$ cat src/xmove_defs.svh
// Timing constants and reset values for the external data move sequencer.
`ifndef XMOVE_DEFS_SVH
`define XMOVE_DEFS_SVH
`define CLKS_PER_MC       3'h4
`define STRETCH_RESET     3'h1
`define STRETCH_LSB       0
`define STRETCH_MSB       2
`define POINTER_SEL_RESET 8'h00
`define POINTER_RESET     16'h0000
`define STROBE_BASE_ZERO  5'h02
`define CLOCK_PERIOD_NS   40
`endif

$ cat src/xmove_pkg.sv
// Types shared by the external data move sequencer.
package xmove_pkg;
    typedef enum logic [1:0] {
        ST_IDLE   = 2'b00,
        ST_FETCH  = 2'b01,
        ST_ACCESS = 2'b10
    } move_state_t;

    typedef struct packed {
        logic        start;
        logic        is_write;
        logic [7:0]  write_data;
    } move_req_t;

    typedef struct packed {
        logic [15:0] addr;
        logic [7:0]  data_out;
        logic        data_oe;
        logic        rd_n;
        logic        wr_n;
    } ext_bus_t;
endpackage : xmove_pkg

$ cat src/external_data_access_stretch.sv
// External data move sequencer with programmable stretch and dual data pointers.
//
// How it works
// - Opcode fetch of four clocks comes first.
// - Next machine cycle drives address and accesses.
// - Stretch field is clock control bits 2-0.
// - Move lasts stretch plus two machine cycles.
// - Stretch affects only the external data move.
// - Stretch cycles freeze the CPU state.
// - Stretch resets to one; zero is fastest.
// - Strobe width 2, then four clocks per step.
// - Pointer select picks primary or secondary pointer.
`timescale 1ns/10ps
`include "xmove_defs.svh"

module external_data_access_stretch (
    // Clock and reset.
    input  wire logic                 clk_sys,
    input  wire logic                 sys_rst,
    // Core-side controls.
    input  wire xmove_pkg::move_req_t req,
    input  wire logic                 ctrl_we,
    input  wire logic [7:0]           ctrl_wdata,
    input  wire logic                 psel_we,
    input  wire logic [7:0]           psel_wdata,
    input  wire logic                 primary_data_pointer_we,
    input  wire logic [15:0]          primary_data_pointer_wdata,
    input  wire logic                 primary_data_pointer_inc,
    input  wire logic [7:0]           ext_data_in,
    // Core-side results.
    output logic                      cpu_hold,
    output logic                      move_done,
    output logic [7:0]                read_data,
    output logic [7:0]                clock_control_reg,
    output logic [7:0]                pointer_select,
    output logic [15:0]               primary_data_pointer,
    output logic [15:0]               secondary_data_pointer,
    // External memory bus.
    output xmove_pkg::ext_bus_t       ext_bus
);
    import xmove_pkg::*;

    move_state_t state;
    logic [1:0]  phase;
    logic [4:0]  strobe_left;
    logic [2:0]  stretch_seen;
    logic        dir_write;
    logic [4:0]  next_strobe_len;
    logic [2:0]  stretch_select;
    logic [15:0] sel_pointer;

    assign stretch_select = clock_control_reg[`STRETCH_MSB:`STRETCH_LSB];
    assign sel_pointer    = pointer_select[0] ? secondary_data_pointer : primary_data_pointer;

    // Strobe width: two clocks at zero, four clocks per step above that.
    // Taken from the value latched at start, so a stretch write during the fetch leaves this move alone.
    always_comb begin
        if (stretch_seen == 3'h0) begin
            next_strobe_len = `STROBE_BASE_ZERO;
        end else begin
            next_strobe_len = {stretch_seen, 2'b00};
        end
    end

    // Clock control register; the stretch field resets to one.
    always_ff @(posedge clk_sys) begin
        if (sys_rst) begin
            clock_control_reg <= {5'h00, `STRETCH_RESET};
        end else if (ctrl_we) begin
            clock_control_reg <= ctrl_wdata;
        end
    end

    // Pointer select; only bit zero is kept, and it steers loads and increments to one pointer.
    always_ff @(posedge clk_sys) begin
        if (sys_rst) begin
            pointer_select <= `POINTER_SEL_RESET;
        end else if (psel_we) begin
            pointer_select <= {7'h00, psel_wdata[0]};
        end
    end

    // Loads and increments act only on the pointer that is selected.
    always_ff @(posedge clk_sys) begin
        if (sys_rst) begin
            primary_data_pointer   <= `POINTER_RESET;
            secondary_data_pointer <= `POINTER_RESET;
        end else if (primary_data_pointer_we || primary_data_pointer_inc) begin
            if (pointer_select[0]) begin
                secondary_data_pointer <= primary_data_pointer_we ? primary_data_pointer_wdata : secondary_data_pointer + 16'h0001;
            end else begin
                primary_data_pointer <= primary_data_pointer_we ? primary_data_pointer_wdata : primary_data_pointer + 16'h0001;
            end
        end
    end

    // Sequencer: one fetch machine cycle, then (stretch + 1) access cycles.
    // The stretch value is latched at start so a mid-move write cannot corrupt timing.
    always_ff @(posedge clk_sys) begin
        if (sys_rst) begin
            state        <= ST_IDLE;
            phase        <= 2'h0;
            stretch_seen <= 3'h0;
            dir_write    <= 1'b0;
            move_done    <= 1'b0;
            cpu_hold     <= 1'b0;
        end else begin
            move_done <= 1'b0;
            case (state)
                ST_IDLE: begin
                    if (req.start) begin
                        state        <= ST_FETCH;
                        phase        <= 2'h0;
                        stretch_seen <= stretch_select;
                        dir_write    <= req.is_write;
                        cpu_hold     <= 1'b1;
                    end
                end
                ST_FETCH: begin
                    phase <= phase + 2'h1;
                    if (phase == 2'h3) begin
                        state <= ST_ACCESS;
                    end
                end
                ST_ACCESS: begin
                    phase <= phase + 2'h1;
                    if (phase == 2'h3) begin
                        if (stretch_seen == 3'h0) begin
                            state     <= ST_IDLE;
                            move_done <= 1'b1;
                            cpu_hold  <= 1'b0;
                        end else begin
                            stretch_seen <= stretch_seen - 3'h1;
                        end
                    end
                end
                default: begin
                    state <= ST_IDLE;
                end
            endcase
        end
    end

    // Strobe counter: loaded at the end of the fetch, so the strobe starts with the access cycle.
    always_ff @(posedge clk_sys) begin
        if (sys_rst) begin
            strobe_left <= 5'h00;
        end else if (state == ST_FETCH && phase == 2'h3) begin
            strobe_left <= next_strobe_len;
        end else if (strobe_left != 5'h00) begin
            strobe_left <= strobe_left - 5'h01;
        end
    end

    // External bus; strobes are registered from the counter so both are glitch free.
    always_ff @(posedge clk_sys) begin
        if (sys_rst) begin
            ext_bus <= '{addr: 16'h0000, data_out: 8'h00, data_oe: 1'b0, rd_n: 1'b1, wr_n: 1'b1};
        end else begin
            ext_bus.addr     <= (state == ST_IDLE) ? ext_bus.addr : sel_pointer;
            ext_bus.data_out <= (state == ST_IDLE && req.start) ? req.write_data : ext_bus.data_out;
            // Write data is driven from the strobe's falling edge to the end of the access cycles.
            ext_bus.data_oe  <= dir_write && ((state == ST_FETCH && phase == 2'h3) ||
                                (state == ST_ACCESS && !(phase == 2'h3 && stretch_seen == 3'h0)));
            if ((state == ST_FETCH && phase == 2'h3) || strobe_left > 5'h01) begin
                ext_bus.rd_n <= dir_write;
                ext_bus.wr_n <= !dir_write;
            end else begin
                ext_bus.rd_n <= 1'b1;
                ext_bus.wr_n <= 1'b1;
            end
        end
    end

    // Read data is captured on the last strobe clock, before the strobe rises.
    always_ff @(posedge clk_sys) begin
        if (sys_rst) begin
            read_data <= 8'h00;
        end else if (!dir_write && strobe_left == 5'h01) begin
            read_data <= ext_data_in;
        end
    end

    // Strobe width counted against the stretch value latched for the move.
    logic [4:0] low_count;
    logic [4:0] width_seen;
    always_ff @(posedge clk_sys) begin
        if (sys_rst) begin
            low_count  <= 5'h00;
            width_seen <= 5'h00;
        end else begin
            low_count <= (!ext_bus.rd_n || !ext_bus.wr_n) ? low_count + 5'h01 : 5'h00;
            if (state == ST_IDLE && req.start) begin
                width_seen <= (stretch_select == 3'h0) ? `STROBE_BASE_ZERO : {stretch_select, 2'b00};
            end
        end
    end

    strobe_width_a: assert property (@(posedge clk_sys) disable iff (sys_rst)
        $rose(ext_bus.rd_n & ext_bus.wr_n) |-> low_count == width_seen)
        else $error("Strobe width differs from stretch setting.");

    fetch_first_a: assert property (@(posedge clk_sys) disable iff (sys_rst)
        (state == ST_IDLE && req.start) |=> (state == ST_FETCH) [*4] ##1 (state == ST_ACCESS))
        else $error("Opcode fetch did not last four clocks.");

    no_strobe_fetch_a: assert property (@(posedge clk_sys) disable iff (sys_rst)
        (state == ST_FETCH) |-> (ext_bus.rd_n && ext_bus.wr_n))
        else $error("Strobe active during opcode fetch.");

    fast_move_a: assert property (@(posedge clk_sys) disable iff (sys_rst)
        (state == ST_IDLE && req.start && stretch_select == 3'h0) |-> ##9 move_done)
        else $error("Stretch zero move not two machine cycles.");

    default_move_a: assert property (@(posedge clk_sys) disable iff (sys_rst)
        (state == ST_IDLE && req.start && stretch_select == 3'h1) |-> ##13 move_done)
        else $error("Stretch one move not three machine cycles.");

    hold_during_a: assert property (@(posedge clk_sys) disable iff (sys_rst)
        (state != ST_IDLE) |-> cpu_hold)
        else $error("CPU not held during external data move.");

    idle_release_a: assert property (@(posedge clk_sys) disable iff (sys_rst)
        move_done |-> !cpu_hold && state == ST_IDLE)
        else $error("Hold not released after move.");

    pointer_inc_a: assert property (@(posedge clk_sys) disable iff (sys_rst)
        (primary_data_pointer_inc && !primary_data_pointer_we && pointer_select[0]) |=>
        secondary_data_pointer == $past(secondary_data_pointer) + 16'h0001 &&
        $stable(primary_data_pointer))
        else $error("Increment did not act on selected pointer.");

    strobe_dir_a: assert property (@(posedge clk_sys) disable iff (sys_rst)
        !ext_bus.wr_n |-> dir_write && ext_bus.rd_n)
        else $error("Write strobe during a read move.");

    write_data_a: assert property (@(posedge clk_sys) disable iff (sys_rst)
        !ext_bus.wr_n |-> ext_bus.data_oe)
        else $error("Write strobe low without write data driven.");

    stretch_field_a: assert property (@(posedge clk_sys) disable iff (sys_rst)
        ctrl_we |=> stretch_select == $past(ctrl_wdata[2:0]))
        else $error("Stretch field not taken from bits 2-0.");
endmodule : external_data_access_stretch

$ cat config.mk
export PLATFORM = sky130hd
export DESIGN_NAME = external_data_access_stretch
export DESIGN_NICKNAME = d
export VERILOG_FILES = /design/src/xmove_pkg.sv /design/src/external_data_access_stretch.sv
export VERILOG_INCLUDE_DIRS = /design/src
export SDC_FILE = /design/constraint.sdc
export NUM_CORES = 1
export LEC_CHECK = 0
export BUFFER_PORTS_ARGS = -buffer_cell sky130_fd_sc_hd__buf_2
export CAP_MARGIN = 10
export CORE_UTILIZATION = 40
export CTS_CLUSTER_DIAMETER = 50
export DETAILED_ROUTE_END_ITERATION = 16
export GPL_TIMING_DRIVEN = 0
export SLEW_MARGIN = 25
export SYNTH_ARGS = -nofsm -noshare
export SYNTH_HDL_FRONTEND = slang
export SYNTH_SLANG_ARGS = --single-unit
export TNS_END_PERCENT = 5
$ cat constraint.sdc
create_clock -name clk_sys -period 3.56 [get_ports clk_sys]
set_input_delay 0.356 -clock clk_sys [delete_from_list [all_inputs] [get_ports clk_sys]]
set_output_delay 0.356 -clock clk_sys [all_outputs]
set_load 0.05 [all_outputs]
==> results.toml <==
[run_status]
status = "complete, no violations"

[flow_run]
cap_viol_max_count = 0

[finish]
fin_nets = 785
n_antenna_cell = 0
synthToLayoutAreaGrowth_pct = 24.5
mostFrequentLayoutCells = "buf_2 (130), dfxtp_1 (91), nor2_1 (82)"
drive_gt1_frac = 0.220
mostFrequentLayoutCell = "buf_2"
reg_top3 = "ext_bus: 27 flops, primary_data_pointer: 16 flops, secondary_data_pointer: 16 flops"
utilization = 0.511
largest_reg_flops = 27
regMostFlops = "ext_bus"

[floorplanning]
fp.dieH_um = 110
coreArea_um2 = 11400
initial_core_util = 0.410
ios = 141
row_count = 39
die_w_um = 110
die_area_um2 = 12100

[logic_synthesis]
yosysTopAreaCellShare = 0.390
syn-cell-area_um2 = 4670
synth_flop_cell = "dfxtp_1"
postSynthCellCount = 579
synth_area_leader_cell = "dfxtp_1"
syn_avg_cell_area_um2 = 8.06
synth-async-reset-ratio = 0
ys_types = 58
ys_ff_latch = 91
yosysSeqAreaShare = 0.390
synth_warnings = 0
synth.area.top_cells = "dfxtp_1 (39%), mux2i_1 (7.7%), nor2_1 (6.6%)"
synth_edf_count = 0

[timing]
fin_worst_skew_ps = 6.65
hold_viol = 0
setup_viol = 0
rsz0062_at_grt = "no"
finalCriticalPeriod_ps = 2090
drv_slew = 0
relSlewSlack = 0.502
worst_pin_slew_ps = 746
fmax_mhz = 479
period_share = 0.586
tns_ps = 0

[global_routing]
grt_pass1_wl_um = 22800
grt_pass1_vias = 4405
antenna_found_initial = 0
grt_max_degree = 16
globalRouteTotalUtil = 0.251
globalRoute.totalOverflow = 0

[drt]
firstDrtPassIters = 5
wl_per_cell_um = 17.3
routed_wl_um = 15000
post_drt_via_cell_ratio = 5.71
postRouteAntennaNets = 0
drc = 0
num_vias = 4948
drtIter0Drc = 444

[clocking]
cts_sinks = 91
cts_buffers = 9
cts-root-buf = "clkbuf_16"
hold_buffers = 0
post_cts_resized = 0
insertion_delay_ps = 350
cts_tree = "done"
clkSlewWorstSetupHoldPaths_ps = 70
clock_path_buffers = 2
post-cts-setup-buffers = 0
htree_levels = 3

[power_and_ir_drop]
p_leak_nw = 2.50
powerDensity_nw_per_um2 = 526
ir_drop_mv = 0.316

[place]
hpwlAfterDp_um = 11000
gp_congestion = 0.893
portBuffers = 123

[critical_path]
worst_setup_path_start_kind = "flop"
arrival_ps = 2350
critPathMaxFanout = 9
path_class = "reg2reg"
worst_ep_required_time_ps = 3820
critPathCaptureType = "flop"

[min_path]
hold_path_class = "in2reg"
==> cell usage after synthesis, types with 5 or more instances <==
master and count:
dfxtp_1 91, nor2_1 82, a21oi_1 51, nand2_1 45, mux2i_1 36, nand3_1 29, clkbuf_1 28, o21ai_0 21
inv_1 18, nand4_1 13, a31oi_1 12, ha_1 10, or3_1 8, buf_1 7, buf_2 7, buf_4 7
a211oi_1 6, and3_1 6, nor2b_1 6, nor3_1 6, o211ai_1 6, o31ai_1 6, a311oi_1 5, nand2b_1 5
==> final cells by class <==
cell class | instances | area (µm²)
fill | 1140 | 5560
multi-input combinational | 427 | 2580
sequential | 91 | 1820
timing repair buffer | 123 | 616
clock buffer | 11 | 243
buffer | 49 | 219
tap | 143 | 179
clock inverter | 5 | 85.1
inverter | 18 | 67.6
==> kinds of logic after synthesis <==
kind of cell	after synthesis	synth area share
AND/OR/NAND/NOR	220	0.224
AO/OA/AOI/OAI	149	0.208
flip-flops	91	0.390
buffers and inverters	67	0.0614
multiplexers	39	0.0845
adder cells (fa/ha/maj)	10	0.0268
XOR/XNOR	2	0.00375
other	1	0.000804
==> worst max-delay path: stages (launching register included) <==
cell	delay (ps)
dfxtp_1	530
ha_1	280
nand4_1	320
nor4_1	500
a311oi_1	100
a311oi_1	260
==> metrics by stage <==
| stage | instance area, µm² | cells | hold WS [ps] | setup WS, ps | power, W |
|---|---|---|---|---|---|
| 6_report | 5810 | 867 | 219 | 1470 | 0.00306 |
| 5_1_grt | 5810 | 867 | 256 | 1350 | 0.00319 |
| 4_1_cts | 5810 | 867 | 215 | 1540 | 0.00308 |
| 3_5_place_dp | 5480 | 851 | 425 | 1320 | 0.00202 |
| 3_3_place_gp | 5480 | 851 | 426 | 1280 | 0.00201 |
| 2_1_floorplan | 4690 | 585 | 397 | 1470 | 0.00181 |
==> final timing paths <==
check	startpoint	endpoint	slack (ps)	cells after the start
max	secondary_data_pointer[0]$_SDFFE_PP0P_	secondary_data_pointer[14]$_SDFFE_PP0P_	1470	5
min	ctrl_wdata[0]	clock_control_reg[0]$_SDFFE_PP1P_	220	3
max reg2reg	secondary_data_pointer[0]$_SDFFE_PP0P_	secondary_data_pointer[14]$_SDFFE_PP0P_	1470	5
min reg2reg	dir_write$_SDFFE_PP0P_	ext_bus[0]$_SDFF_PP1_	450	1
==> metal layers <==
layer  routed length (µm)  vias up  GRT usage
met5                    0        -          0
met2                 6620      243      0.375
li1                     -     2372          -
met3                 1270       28     0.0470
met1                 6750     2305      0.348
met4                  320        0      0.114
==> power breakdown <==
group          internal [W]  switching (W)
logic              0.000259       0.000555
registers           0.00111      0.0000811
clock network      0.000638       0.000418
total               0.00200        0.00105
Power figures use the tool's default switching activity.
